File: config.mk
export PLATFORM = sky130hd
export DESIGN_NAME = tcc_top
export DESIGN_NICKNAME = d
export VERILOG_FILES = /design/src/logic/tcc_channel.v /design/src/logic/tcc_top.v
export VERILOG_INCLUDE_DIRS = /design/src /design/src/logic
export SDC_FILE = /design/constraint.sdc
export NUM_CORES = 1
export LEC_CHECK = 0
export BUFFER_PORTS_ARGS = -buffer_cell sky130_fd_sc_hd__buf_2
export CORE_UTILIZATION = 25
export DETAILED_ROUTE_END_ITERATION = 10
export SETUP_SLACK_MARGIN = 0.15
export SYNTH_ARGS = -nofsm -noshare
export SYNTH_HDL_FRONTEND = slang
export SYNTH_SLANG_ARGS = --single-unit
export TNS_END_PERCENT = 50
File: constraint.sdc
create_clock -name hclk -period 2.22 [get_ports hclk]
set_input_delay 0.444 -clock hclk [delete_from_list [all_inputs] [get_ports hclk]]
set_output_delay 0.444 -clock hclk [all_outputs]
set_load 0.005 [all_outputs]
File: src/logic/tcc_defs.vh
// Register map, field positions and codes of the triple comparator control block
`ifndef TCC_DEFS_VH
`define TCC_DEFS_VH

// Word byte addresses
`define TCC_ADDR_CTRL1      8'h00
`define TCC_ADDR_CTRL2      8'h04
`define TCC_ADDR_CTRL3      8'h08
`define TCC_ADDR_STAT       8'h0C
`define TCC_ADDR_IRQ_STAT   8'h10
`define TCC_ADDR_IRQ_MASK   8'h14
`define TCC_ADDR_REFSRC     8'h18

// Control register fields
`define TCC_CTL_ON          15
`define TCC_CTL_PINEN       14
`define TCC_CTL_INV         13
`define TCC_CTL_EVT         9
`define TCC_CTL_OUT         8
`define TCC_CTL_EDGE_HI     7
`define TCC_CTL_EDGE_LO     6
`define TCC_CTL_NISRC       4
`define TCC_CTL_CH_HI       1
`define TCC_CTL_CH_LO       0
// Writable bits of a control register
`define TCC_CTL_WMASK       16'hE0D3

// Status register fields
`define TCC_ST_IDLE         15
`define TCC_ST_EVT_LO       8
`define TCC_ST_OUT_LO       0

// Event select codes
`define TCC_EV_NONE         2'b00
`define TCC_EV_RISE         2'b01
`define TCC_EV_FALL         2'b10
`define TCC_EV_ANY          2'b11

// Inverting input channel codes
`define TCC_CH_B            2'b00
`define TCC_CH_C            2'b01
`define TCC_CH_D            2'b10
`define TCC_CH_REF          2'b11

// Internal reference source codes
`define TCC_RS_BG           2'b00
`define TCC_RS_BG2          2'b01
`define TCC_RS_BG6          2'b10
`define TCC_RS_VREFP        2'b11

// AHB constants
`define TCC_HTRANS_NONSEQ_B 1
`define TCC_RESET_16        16'h0000
`define TCC_RESET_32        32'h0000_0000
`define TCC_IDX_W           8
`endif

File: src/logic/tcc_channel.v
// One comparator channel: input routing, result shaping and event detection
`include "tcc_defs.vh"

module tcc_channel (
  // Clock and reset
  input  wire       hclk,
  input  wire       hresetn,
  input  wire       clk_en,
  // Configuration
  input  wire       comparator_on,
  input  wire       halted,
  input  wire       pin_drive_enable,
  input  wire       result_invert,
  input  wire [1:0] event_edge_select,
  input  wire       noninv_source_select,
  input  wire [1:0] inv_channel_select,
  input  wire [1:0] internal_ref_source,
  input  wire       event_clear,
  // Analog decision per candidate pairing: bit index = {noninv_sel, inv_code}
  input  wire [7:0] raw_decision,
  // Results
  output wire [2:0] route_sel,
  output wire       result_pin,
  output wire       result_pin_oe,
  output reg        result_level_q,
  output reg        event_flag_q,
  output wire       event_pulse
);

  reg        sync1_q;
  reg        sync2_q;
  reg        prev_q;
  wire       active;
  wire       raw_sel;
  wire       adj_raw;
  reg        hit;

  // The analog mux select picks the pairing seen by the comparator
  assign route_sel = {noninv_source_select, inv_channel_select};
  assign active    = comparator_on & ~halted;
  assign raw_sel   = raw_decision[route_sel];
  assign adj_raw   = (raw_sel ^ result_invert) & active;

  // Pin sees the unsynchronized result, no clock in the path
  assign result_pin    = adj_raw;
  assign result_pin_oe = pin_drive_enable;

  always @(posedge hclk or negedge hresetn) begin
    if (!hresetn) begin
      sync1_q <= 1'b0;
      sync2_q <= 1'b0;
      prev_q  <= 1'b0;
      result_level_q <= 1'b0;
    end else if (clk_en) begin
      sync1_q <= adj_raw;
      sync2_q <= sync1_q;
      prev_q  <= sync2_q;
      result_level_q <= sync2_q;
    end
  end

  always @* begin
    case (event_edge_select)
      `TCC_EV_RISE: hit = sync2_q & ~prev_q;
      `TCC_EV_FALL: hit = ~sync2_q & prev_q;
      `TCC_EV_ANY:  hit = sync2_q ^ prev_q;
      default:      hit = 1'b0;
    endcase
  end

  // Flag blocks further triggers; a hit in the same cycle as a clear of the set flag is dropped
  assign event_pulse = hit & active & ~event_flag_q & clk_en;

  always @(posedge hclk or negedge hresetn) begin
    if (!hresetn)
      event_flag_q <= 1'b0;
    else if (clk_en) begin
      if (event_pulse)
        event_flag_q <= 1'b1;
      else if (event_clear)
        event_flag_q <= 1'b0;
    end
  end

  // Reference source only matters when channel select is 11
  wire unused_ref = |internal_ref_source;
endmodule

File: src/logic/tcc_top.v
// Triple comparator control: AHB-Lite registers, routing and events for three comparators
// Contract
// - Each comparator picks external or internal references
// - Three control registers, one shared status register
// - Output-enable drives raw result onto pin
// - Event flag set, blocks triggers until cleared
// - Reference bit routes non-inverting input
// - Channel field routes inverting input
// - Stop-in-idle bit halts all comparators
// - Status shows event copies at bits 10:8
// - Status shows result copies at bits 2:0
// - Unimplemented bits read zero, ignore writes
// - Reference-source field chooses internal reference
//
// Added by the designer: register access over AHB-Lite and the register offsets.
`include "tcc_defs.vh"

module tcc_top #(
  parameter NCMP = 3
) (
  // Clock, reset, enable
  input  wire              hclk,
  input  wire              hresetn,
  input  wire              clk_en,
  // AHB-Lite slave
  input  wire              hsel,
  input  wire [7:0]        haddr,
  input  wire [1:0]        htrans,
  input  wire              hwrite,
  input  wire [2:0]        hsize,
  input  wire [31:0]       hwdata,
  input  wire              hready,
  output wire [31:0]       hrdata,
  output wire              hreadyout,
  output wire              hresp,
  // Device state
  input  wire              idle_mode,
  // Comparator decisions, 8 pairings per comparator
  input  wire [8*NCMP-1:0] raw_decision,
  // Analog routing selects and internal reference source
  output wire [3*NCMP-1:0] route_sel,
  output wire [1:0]        internal_ref_source,
  output wire [NCMP-1:0]   comparator_on,
  // Pins
  output wire [NCMP-1:0]   result_pin,
  output wire [NCMP-1:0]   result_pin_oe,
  // Interrupt
  output wire              irq
);

  reg  [15:0]     ctrl_q [0:NCMP-1];
  reg             idle_halt_all_q;
  reg  [1:0]      ref_src_q;
  reg  [NCMP-1:0] irq_stat_q;
  reg  [NCMP-1:0] irq_mask_q;
  reg             idle_s1_q;
  reg             idle_s2_q;
  reg             wr_pend_q;
  reg  [7:0]      wr_addr_q;
  reg  [31:0]     rdata_q;
  wire [NCMP-1:0] evt_flag;
  wire [NCMP-1:0] res_lvl;
  wire [NCMP-1:0] evt_pulse;
  wire [NCMP-1:0] evt_clr;
  wire            halted;
  wire            acc;
  wire [15:0]     stat_word;
  wire [31:0]     ctl_word0;
  wire [31:0]     ctl_word1;
  wire [31:0]     ctl_word2;

  assign hreadyout = 1'b1;
  assign hresp     = 1'b0;
  assign hrdata    = rdata_q;
  assign acc = hsel & hready & htrans[`TCC_HTRANS_NONSEQ_B] & clk_en;
  assign internal_ref_source = ref_src_q;

  // Idle comes from the system clock controller, kept synchronised
  always @(posedge hclk or negedge hresetn) begin
    if (!hresetn) begin
      idle_s1_q <= 1'b0;
      idle_s2_q <= 1'b0;
    end else if (clk_en) begin
      idle_s1_q <= idle_mode;
      idle_s2_q <= idle_s1_q;
    end
  end
  assign halted = idle_halt_all_q & idle_s2_q;

  // Event flag clears when software writes 0 to its control bit
  wire [15:0] wr_word = hwdata[15:0];
  wire        wr_now  = wr_pend_q & clk_en;

  genvar g;
  generate
    for (g = 0; g < NCMP; g = g + 1) begin : g_cmp
      // Control registers sit one word apart; only the low address byte is decoded
      localparam integer CTRL_OFF = `TCC_ADDR_CTRL1 + (`TCC_ADDR_CTRL2 - `TCC_ADDR_CTRL1) * g;
      wire sel_me = wr_now & (wr_addr_q == CTRL_OFF[7:0]);
      assign evt_clr[g] = sel_me & ~wr_word[`TCC_CTL_EVT];
      assign comparator_on[g] = ctrl_q[g][`TCC_CTL_ON];

      always @(posedge hclk or negedge hresetn) begin
        if (!hresetn)
          ctrl_q[g] <= `TCC_RESET_16;
        else if (clk_en && sel_me)
          ctrl_q[g] <= wr_word & `TCC_CTL_WMASK;
      end

      tcc_channel u_ch (
        .hclk                 (hclk),
        .hresetn              (hresetn),
        .clk_en               (clk_en),
        .comparator_on        (ctrl_q[g][`TCC_CTL_ON]),
        .halted               (halted),
        .pin_drive_enable     (ctrl_q[g][`TCC_CTL_PINEN]),
        .result_invert        (ctrl_q[g][`TCC_CTL_INV]),
        .event_edge_select    (ctrl_q[g][`TCC_CTL_EDGE_HI:`TCC_CTL_EDGE_LO]),
        .noninv_source_select (ctrl_q[g][`TCC_CTL_NISRC]),
        .inv_channel_select   (ctrl_q[g][`TCC_CTL_CH_HI:`TCC_CTL_CH_LO]),
        .internal_ref_source  (ref_src_q),
        .event_clear          (evt_clr[g]),
        .raw_decision         (raw_decision[8*g+7:8*g]),
        .route_sel            (route_sel[3*g+2:3*g]),
        .result_pin           (result_pin[g]),
        .result_pin_oe        (result_pin_oe[g]),
        .result_level_q       (res_lvl[g]),
        .event_flag_q         (evt_flag[g]),
        .event_pulse          (evt_pulse[g])
      );

      // Sticky interrupt status, set wins over write-one-to-clear
      always @(posedge hclk or negedge hresetn) begin
        if (!hresetn)
          irq_stat_q[g] <= 1'b0;
        else if (clk_en) begin
          if (evt_pulse[g])
            irq_stat_q[g] <= 1'b1;
          else if (wr_now && wr_addr_q == `TCC_ADDR_IRQ_STAT && wr_word[g])
            irq_stat_q[g] <= 1'b0;
        end
      end
    end
  endgenerate

  assign irq = |(irq_stat_q & irq_mask_q);

  // Shared status: event and result copies are read-only
  assign stat_word = {idle_halt_all_q, 4'h0, evt_flag[2:0], 5'h00, res_lvl[2:0]};

  // Control read view folds in live event flag and result
  function [31:0] ctl_view;
    input [15:0] c;
    input        e;
    input        o;
    reg   [15:0] v;
    begin
      v = c & `TCC_CTL_WMASK;
      v[`TCC_CTL_EVT] = e;
      v[`TCC_CTL_OUT] = o;
      ctl_view = {16'h0000, v};
    end
  endfunction

  assign ctl_word0 = ctl_view(ctrl_q[0], evt_flag[0], res_lvl[0]);
  assign ctl_word1 = ctl_view(ctrl_q[1], evt_flag[1], res_lvl[1]);
  assign ctl_word2 = ctl_view(ctrl_q[2], evt_flag[2], res_lvl[2]);

  // Address phase capture and read data registered for the data phase
  always @(posedge hclk or negedge hresetn) begin
    if (!hresetn) begin
      wr_pend_q <= 1'b0;
      wr_addr_q <= 8'h00;
      rdata_q   <= `TCC_RESET_32;
    end else if (clk_en) begin
      wr_pend_q <= acc & hwrite;
      wr_addr_q <= haddr;
      if (acc && !hwrite) begin
        case (haddr)
          `TCC_ADDR_CTRL1:    rdata_q <= ctl_word0;
          `TCC_ADDR_CTRL2:    rdata_q <= ctl_word1;
          `TCC_ADDR_CTRL3:    rdata_q <= ctl_word2;
          `TCC_ADDR_STAT:     rdata_q <= {16'h0000, stat_word};
          `TCC_ADDR_IRQ_STAT: rdata_q <= {29'h0000_0000, irq_stat_q[2:0]};
          `TCC_ADDR_IRQ_MASK: rdata_q <= {29'h0000_0000, irq_mask_q[2:0]};
          `TCC_ADDR_REFSRC:   rdata_q <= {30'h0000_0000, ref_src_q};
          default:            rdata_q <= `TCC_RESET_32;
        endcase
      end
    end
  end

  // Shared writable registers
  always @(posedge hclk or negedge hresetn) begin
    if (!hresetn) begin
      idle_halt_all_q <= 1'b0;
      irq_mask_q      <= {NCMP{1'b0}};
      ref_src_q       <= `TCC_RS_BG;
    end else if (wr_now) begin
      if (wr_addr_q == `TCC_ADDR_STAT)
        idle_halt_all_q <= wr_word[`TCC_ST_IDLE];
      if (wr_addr_q == `TCC_ADDR_IRQ_MASK)
        irq_mask_q <= wr_word[NCMP-1:0];
      if (wr_addr_q == `TCC_ADDR_REFSRC)
        ref_src_q <= wr_word[1:0];
    end
  end

  wire unused = |hsize | |hwdata[31:16];
endmodule

## Word-level counts from Yosys, hierarchy flattened

Cells that the tools add are included.

| word-level totals | value |
|---|---|
| output and inout bits | 55 |
| word-level logic and storage cells | 151 |
| register bits | 88 |
| bits of input ports | 76 |

| operators by class | value |
|---|---|
| reduce and logical (&&, ||, !) cells | 28 |
| bitwise operators | 51 |
| order comparisons | 3 |
| muxes and demuxes | 22 |
| equality and inequality tests | 21 |

Operators with widths:

| operator | count |
|---|---|
| $pmux 16 s7 | 1 |
| $eq 8x5->1 const B | 6 |
| $and 1x1->1 | 33 |
| $eq 8x4->1 const B | 4 |
| $reduce_and 2->1 | 10 |
| $eq 8x3->1 const B | 2 |
| $logic_not 8->1 | 2 |
| $mux 1 | 15 |
| $eq 2x2->1 const B | 6 |
| $lt 3x4->1 const B | 3 |
| $reduce_bool 2->1 | 6 |
| $not 1->1 | 11 |
| $bmux 1 s3 | 3 |
| $pmux 1 s3 | 3 |
| $logic_and 1x1->1 | 8 |
| $eq 2x1->1 const B | 3 |
| $xor 1x1->1 | 6 |
| $and 3x3->3 | 1 |
| $reduce_or 3->1 | 1 |
| $logic_not 1->1 | 1 |

## Longest topological paths before layout

Gate-level depths: netlist of run 1.

| depth | value |
|---|---|
| depth after elaboration | 8 |
| depth in mapped cells | 6 |

## Hierarchy

From an unflattened synthesis of run 1, not the netlist that was laid out.

| second synthesis, totals | value |
|---|---|
| cells, all modules | 332 |
| area total of the unflattened synthesis | 3,769.9 um2 |

By module, submodules not included:

| module | cells an instance | area an instance (um2) | times used | seq. area each (um2) |
|---|---|---|---|---|
| tcc_top | 233 | 2,797.7 | 1 | 1,401.3 |
| tcc_channel | 33 | 324.1 | 3 | 100.1 |

## Least setup slack after synthesis of run 1

Ideal clock, no wire load.

| timing | value |
|---|---|
| path type | register -> output |
| from | register ctrl_q, in the netlist ctl_word1[0] |
| to | output result_pin[1] |
| required time | 1,776 ps |
| slack | 299 ps |
| arrival time | 1,477 ps |
| buffers on the path | 1 |
| cell stages (with the launch flop) | 6 |
| cell sequence | dfrtp_1 > mux4_2 > mux2i_1 > xnor2_1 > and3_1 > buf_4 |

| on the way | value |
|---|---|
| cells in the longest elaborated chain, start to end | 4 |

Ends and longest elaborated chain:

| what | RTL line | RTL |
|---|---|---|
| start: declaration | tcc_top.v:51 | `reg [15:0] ctrl_q [0:NCMP-1];` |
| start signal: indexed assignment | tcc_top.v:105 | `` ctrl_q[g] <= `TCC_RESET_16; `` |
| start signal: indexed assignment | tcc_top.v:107 | `` ctrl_q[g] <= wr_word & `TCC_CTL_WMASK; `` |
| $bmux 1 s3 | tcc_channel.v:41 | `assign raw_sel = raw_decision[route_sel];` |
| $mux 1 (implied by the code) | tcc_channel.v:41 |  |
| $xor 1x1->1 | tcc_channel.v:42 | `assign adj_raw = (raw_sel ^ result_invert) & active;` |
| $and 1x1->1 | tcc_channel.v:42 |  |
| end: declaration | tcc_top.v:45 | `output wire [NCMP-1:0] result_pin,` |

No other way between the ends. The select of a mux whose other input is x is not followed.

## Worst setup path after layout of run 1

Same ends and word-level chain as after synthesis.

==> results of run 1 <==
[kinds of logic after synthesis]
group / Yosys count
AND/OR/NAND/NOR: 76
flip-flops: 68
multiplexers: 64
buffers and inverters: 64
AO/OA/AOI/OAI: 48
adder cells (fa/ha/maj): 6
XOR/XNOR: 3
other: 2
[cell usage after synthesis, drive strengths merged, types with 6 or more instances]
cell type | instances | area, sq um
o31ai | 7 | 87.58
inv | 11 | 41.29
o21ai | 15 | 75.07
dfrtp | 68 | 1702
clkbuf | 9 | 33.78
mux2 | 40 | 450.4
mux2i | 16 | 160.2
mux4 | 8 | 180.2
ha | 6 | 75.07
nor2 | 7 | 26.28
buf | 44 | 326.6
nand2 | 29 | 108.9
nand3 | 6 | 30.03
a21oi | 11 | 55.05
and3 | 7 | 43.79
[sequential cells by signal, indices dropped and copies added, names as in the netlist, 3 cells and up]
register                 flops
irq_mask_q                   3
comparator_on                3
g_cmp.u_ch.event_flag_q      3
irq_stat_q                   3
hrdata                      12
ctl_word1                    7
g_cmp.u_ch.sync1_q           3
g_cmp.u_ch.sync2_q           3
ctl_word0                    7
wr_addr_q                    8
ctl_word2                    7
[per-layer routing]
metal,vias up,share of wire [%],track usage (%)
li1,1274,-,-
met1,1375,45,16.08
met2,72,50,21.08
met3,5,4.3,2.294
met4,0,0.56,4.376
met5,-,0,0
[critical path: stages (launching register included)]
cell and delay, ps:
sky130_fd_sc_hd__dfrtp_1 410, sky130_fd_sc_hd__mux4_2 540, sky130_fd_sc_hd__mux2i_4 180, sky130_fd_sc_hd__xnor2_2 170
sky130_fd_sc_hd__and3_4 230, sky130_fd_sc_hd__buf_6 90
[stage by stage]
step	area, sq um	hold WS, ps	instances
finish	4658	114.1	593
global route	4656	148.1	592
CTS	4639	136.1	591
detailed placement	4255	467.8	573
global placement	4255	459.6	573
floorplan	3895	148.4	351
[where the power goes]
group / internal, mW / leakage, nW / total (mW) / switching (mW)
logic: 0.112 / 1.25 / 0.237 / 0.124
clock network: 0.846 / 0.138 / 1.37 / 0.528
registers: 1.27 / 0.921 / 1.30 / 0.0340
[path summary, 6_finish.rpt]
check | cells after the start | endpoint | from
min reg2reg | 2 | g_cmp[2].u_ch.sync2_q$_DFFE_PN0P_ | g_cmp[2].u_ch.sync1_q$_DFFE_PN0P_
min | 2 | wr_addr_q[7]$_DFFE_PN0P_ | hresetn
max in group asynchronous | 2 | hrdata[6]$_DFFE_PN0P_ | hresetn
min in group hclk | 2 | ctl_word1[14]$_DFFE_PN0P_ | hwdata[14]
max reg2reg | 3 | comparator_on[1]$_DFFE_PN0P_ | wr_addr_q[5]$_DFFE_PN0P_
max | 5 | result_pin[1] | ctl_word1[0]$_DFFE_PN0P_
[area by class of cell]
cell class / count / area (sq um)
antenna: 1 / 2.502
timing repair buffer: 94 / 525.5
tap: 184 / 230.2
multi-input combinational: 219 / 1867
fill: 1466 / 10040
sequential: 68 / 1702
clock inverter: 3 / 20.02
inverter: 11 / 41.29
clock buffer: 13 / 270.3
[timing repair]
item | CTS | global route
gates resized for setup | 13 | 1
pin swaps | 3 | 2
cloned | 0 | 0
endpoints found under the setup margin | 3 | 3
buffers inserted | 2 | 1
==> impl_metrics.ini, run 1 <==
[status]
run_status = finished, violations left
violations = DRC, setup timing

[die]
start_util_pct = 25.99
row_count = 44
die_extent_in_y_um = 125.6
fp.coreArea_sq_um = 14700
die_width_um = 125.6
fp.dieArea_sq_um = 15780
io_pins = 131

[routing]
drc = 18
first_pass_iters = 8
drt_first_iter_violations = 106
via_count = 2726
drt-wirelength-per-cell_um = 15.76
route.detailed.vias_per_inst = 4.597
drt_wl_total_mm = 9.347
antenna_violating_nets_post_route = 0

[logic_synthesis]
synth.avg_cell_area_sq_um = 11.54
synth.mux.area_fraction_pct = 20.70
yosysWarnings = 0
edff_count_synth = 0
syn_inst = 331
synth-xor-area-share_pct = 0.6878
ys_seq_area_share_pct = 44.55
asyncSetResetFlopFracSynth_pct = 100.0
main_combinational_cell_family_by_area_after_synthesis = multiplexers
synth_fa_ha_area_share_pct = 1.965
synth-main-ff-cell = sky130_fd_sc_hd__dfrtp_1
post_synth_num_cell_types = 45
synth.ff_latch_count = 68
synth_compound_area_share_pct = 8.778
area_share_of_and_or_nand_nor_cells_after_synthesis_pct = 12.61
synth.cell_area_sq_um = 3820

[clocking]
tritoncts_buffers = 9
clk-insertion-delay-late_ps = 330
cts_tree = built
cts-root-to-sink-buffers = 2
worst_setup_hold_path_clk_slew_ps = 50
cts.htree.levels = 3
tritoncts_num_sinks = 68
post_cts_hold_buffer_count = 0
clockRootBuffer = sky130_fd_sc_hd__clkbuf_16

[place]
post-dp-hpwl_mm = 7.043
pre_cts_ws_ps = -58.58
gp_routability_congestion = 0.8386
io_buffer_count = 82

[sta]
final_setup_margin_ps = -170.6
slew_viol_final = 0
setup-tns-final_ps = -505.1
slew_headroom_pct = 62.69
rsz_0062_raised_after_global_routing = yes
final_hold_vios = 0
timing.final.crit_share_pct = 107.7
worstMarginPinSlew_ps = 557.3
finClkSkew_ps = 8.568
fin_crit_ps = 2391
max_freq_mhz = 418.3
finalSetupViolCount = 3

[worst_setup_path]
end_kind = output port
worst_setup_path_start_kind = flop
cp_data_required_time_ps = 1780
path_class = reg2out
critical_path_peak_fanout = 3
r2r_slack_ps = 340
cp_data_arrival_time_ps = 1950

[power]
pwr_density_cell_nw_per_um2 = 625.5
total_leakage_power_nw = 2.310
total_power_mw = 2.914
power.ir.vdd_worst_mv = 0.4104

[global_route]
grt_pass1_wl_mm = 15.15
overflow = 0
largest_net_degree_at_the_start_of_global_routing = 69
grt_antenna_before_repair = 0
first_global_vias = 2843
globalRouteTotalUtil_pct = 12.51

[hold_path]
hp-class = in2async

[layout]
final_cell_mix = 80 x sky130_fd_sc_hd__buf_2, 68 x sky130_fd_sc_hd__dfrtp_1, 29 x sky130_fd_sc_hd__nand2_1, 26 x sky130_fd_sc_hd__mux2_1, 22 x sky130_fd_sc_hd__conb_1
final_layout_size_suffix_gt1_share_pct = 37.75
commonest_non_fill_non_tap_cell_in_the_layout = sky130_fd_sc_hd__buf_2
finish.net_count = 485
finish.utilization_pct = 31.69
syn_to_final_growth_pct = 21.95

[flow_run]
maximum_capacitance_violations = 0
No activity file was read; power rests on OpenSTA's default activity.
==> run 2, diff against run 1 <==
- CTS_BUF_LIST: not set -> sky130_fd_sc_hd__clkbuf_8
- REMOVE_ABC_BUFFERS: not set -> 1
- SKIP_LAST_GASP: not set -> 1
==> run 2 against run 1 <==
The run still ends with DRC, setup timing left. Hold slack worse by 27 ps. Setup slack worse by 62 ps. Cell area shrank 3.2%. Register-to-register slack better by 30 ps. Clock power decreased by 19%. Total power is 9.2% lower. Cell count decreased by 0.34%. Sequential share of layout area is 1.3 points higher. Clock skew barely moved. Largest cell class unchanged. Largest power group is now sequential cells.
==> impl_metrics.ini, run 2 (synthesized netlist as in run 1, its figures left out) <==
[hold_path]
hp-class = in2async

[die]
fp.coreArea_sq_um = 14700
io_pins = 131
die_extent_in_y_um = 125.6
start_util_pct = 25.99
row_count = 44
die_width_um = 125.6
fp.dieArea_sq_um = 15780

[worst_setup_path]
critical_path_peak_fanout = 4
critical_path.reg2reg.startpoint = wr_addr_q[1]$_DFFE_PN0P_
worst_setup_path_start_kind = flop
r2r_slack_ps = 370
timing.rr.end = comparator_on[0]$_DFFE_PN0P_
cp_data_arrival_time_ps = 2010
path_class = reg2out
end_kind = output port
reg2reg_depth = 3
crit_path_start = ctl_word2[0]$_DFFE_PN0P_
cp_data_required_time_ps = 1780

[status]
run_status = finished, violations left
violations = DRC, setup timing

[global_route]
grt_pass1_wl_mm = 15.00
first_global_vias = 2814
largest_net_degree_at_the_start_of_global_routing = 46
grtUsageMet3_pct = 3.568
grt_busiest_layer = met2
gr-usage-met1_pct = 15.82
grt_antenna_before_repair = 0
overflow = 0
use_met2_pct = 20.82
globalRouteTotalUtil_pct = 12.45

[routing]
drc = 11
drt_first_iter_violations = 154
route.detailed.vias_per_inst = 4.569
antenna_violating_nets_post_route = 0
first_pass_iters = 7
via_count = 2700
drt_wl_total_mm = 9.354
drt-wirelength-per-cell_um = 15.83

[place]
post-dp-hpwl_mm = 7.248
gp_routability_congestion = 0.7778
dpl_cell_area_sq_um = 4248
io_buffer_count = 82
pre_cts_ws_ps = -14.78

[clocking]
cts.htree.levels = 3
clk-insertion-delay-late_ps = 340
tritoncts_buffers = 9
worst_setup_hold_path_clk_slew_ps = 70
cts_tree = built
clockRootBuffer = sky130_fd_sc_hd__clkbuf_8
tritoncts_num_sinks = 68
cts-root-to-sink-buffers = 2

[sta]
rsz_0062_raised_after_global_routing = yes
max_freq_mhz = 407.7
finalSetupViolCount = 3
slew_headroom_pct = 60.04
timing.final.crit_share_pct = 110.5
worstMarginPinSlew_ps = 599.3
fin_crit_ps = 2453
finClkSkew_ps = 8.716
final_hold_vios = 0
slew_viol_final = 0
final_setup_margin_ps = -233.0
setup-tns-final_ps = -587.3

[layout]
final_layout_size_suffix_gt1_share_pct = 36.61
finish.utilization_pct = 30.69
diodes = 0
final_cell_mix = 82 x sky130_fd_sc_hd__buf_2, 65 x sky130_fd_sc_hd__dfrtp_1, 29 x sky130_fd_sc_hd__nand2_1, 26 x sky130_fd_sc_hd__mux2_1, 22 x sky130_fd_sc_hd__conb_1
syn_to_final_growth_pct = 18.08
non_filler_cell_area_final_sq_um = 4511
commonest_non_fill_non_tap_cell_in_the_layout = sky130_fd_sc_hd__buf_2
finish.net_count = 484
max_reg_flops = 12

[power]
switching_power_mw = 0.6153
power_frac_comb_pct = 8.8
power.ir.vdd_worst_mv = 0.3128
sw_share_pct = 23.26
total_leakage_power_nw = 2.267
power_report.internal_total_mw = 2.030
pwr_density_cell_nw_per_um2 = 586.4
share_clk_of_total_power_pct = 42.0
total_power_mw = 2.645
seqPwrFrac_pct = 49.2

[flow_run]
maximum_capacitance_violations = 0
## run 2: cell types whose count changed in the layout (fill, tap and decap cells not counted), sizes merged
| cell | previous run | this run |
|---|---|---|
| clkbuf | 13 | 10 |
| bufinv | 0 | 2 |
| clkinv | 1 | 3 |
| clkinvlp | 2 | 0 |
| buf | 94 | 93 |
| diode | 1 | 0 |
| inv | 11 | 12 |
## run 2: timing repair
action | 4_1_cts | 5_1_grt
hold buffers | 0 | 0
endpoints found under the setup margin | 3 | 3
pin swaps | 4 | 2
buffers inserted | 3 | 0
gates resized for setup | 3 | 3
## run 2: cell type report
cell class	count	area (sq um)
fillers	1497	10190
multi-input cells	219	1812
flip-flops and latches	68	1705
repair buffers	93	505.5
well taps	184	230.2
clock buffers	10	137.6
clock inverters	6	78.83
inverters	11	41.29
## run 2: power groups by stage
stage | combinational [mW] | clock, mW | sequential (mW)
floorplan | 0.0904 | 0 | 1.32
global placement | 0.222 | 0 | 1.32
detailed placement | 0.227 | 0 | 1.32
CTS | 0.233 | 1.14 | 1.30
global route | 0.257 | 1.19 | 1.31
finish | 0.232 | 1.11 | 1.30
## run 2: worst max-delay path by stage
stage | to | cells past startpoint | slack (ps)
final | result_pin[2] | 5 | -230
after global routing | result_pin[2] | 5 | -310
after CTS | result_pin[0] | 5 | -260
after detailed placement | result_pin[2] | 5 | -10
after global placement | result_pin[2] | 6 | 6
after floorplan | result_pin[1] | 4 | 360
## run 2: critical path, stage by stage (launching register included)
cell and delay, ps:
sky130_fd_sc_hd__dfrtp_2 430, sky130_fd_sc_hd__mux4_2 550, sky130_fd_sc_hd__mux2i_4 220, sky130_fd_sc_hd__xnor2_2 150, sky130_fd_sc_hd__and3_1 200, sky130_fd_sc_hd__buf_2 120
## run 2: routing by layer
metal | vias to the layer above | part of all wire [%]
met2 | 106 | 49
met4 | 0 | 1.2
met5 | - | 0
met3 | 11 | 6.5
met1 | 1314 | 44
li1 | 1269 | -
## run 2: per-stage QoR
stage	cells	hold slack [ps]
CTS	591	98.54
global placement	572	459.7
floorplan	298	148.4
global route	591	122.6
finish	591	87.27
detailed placement	572	465.8
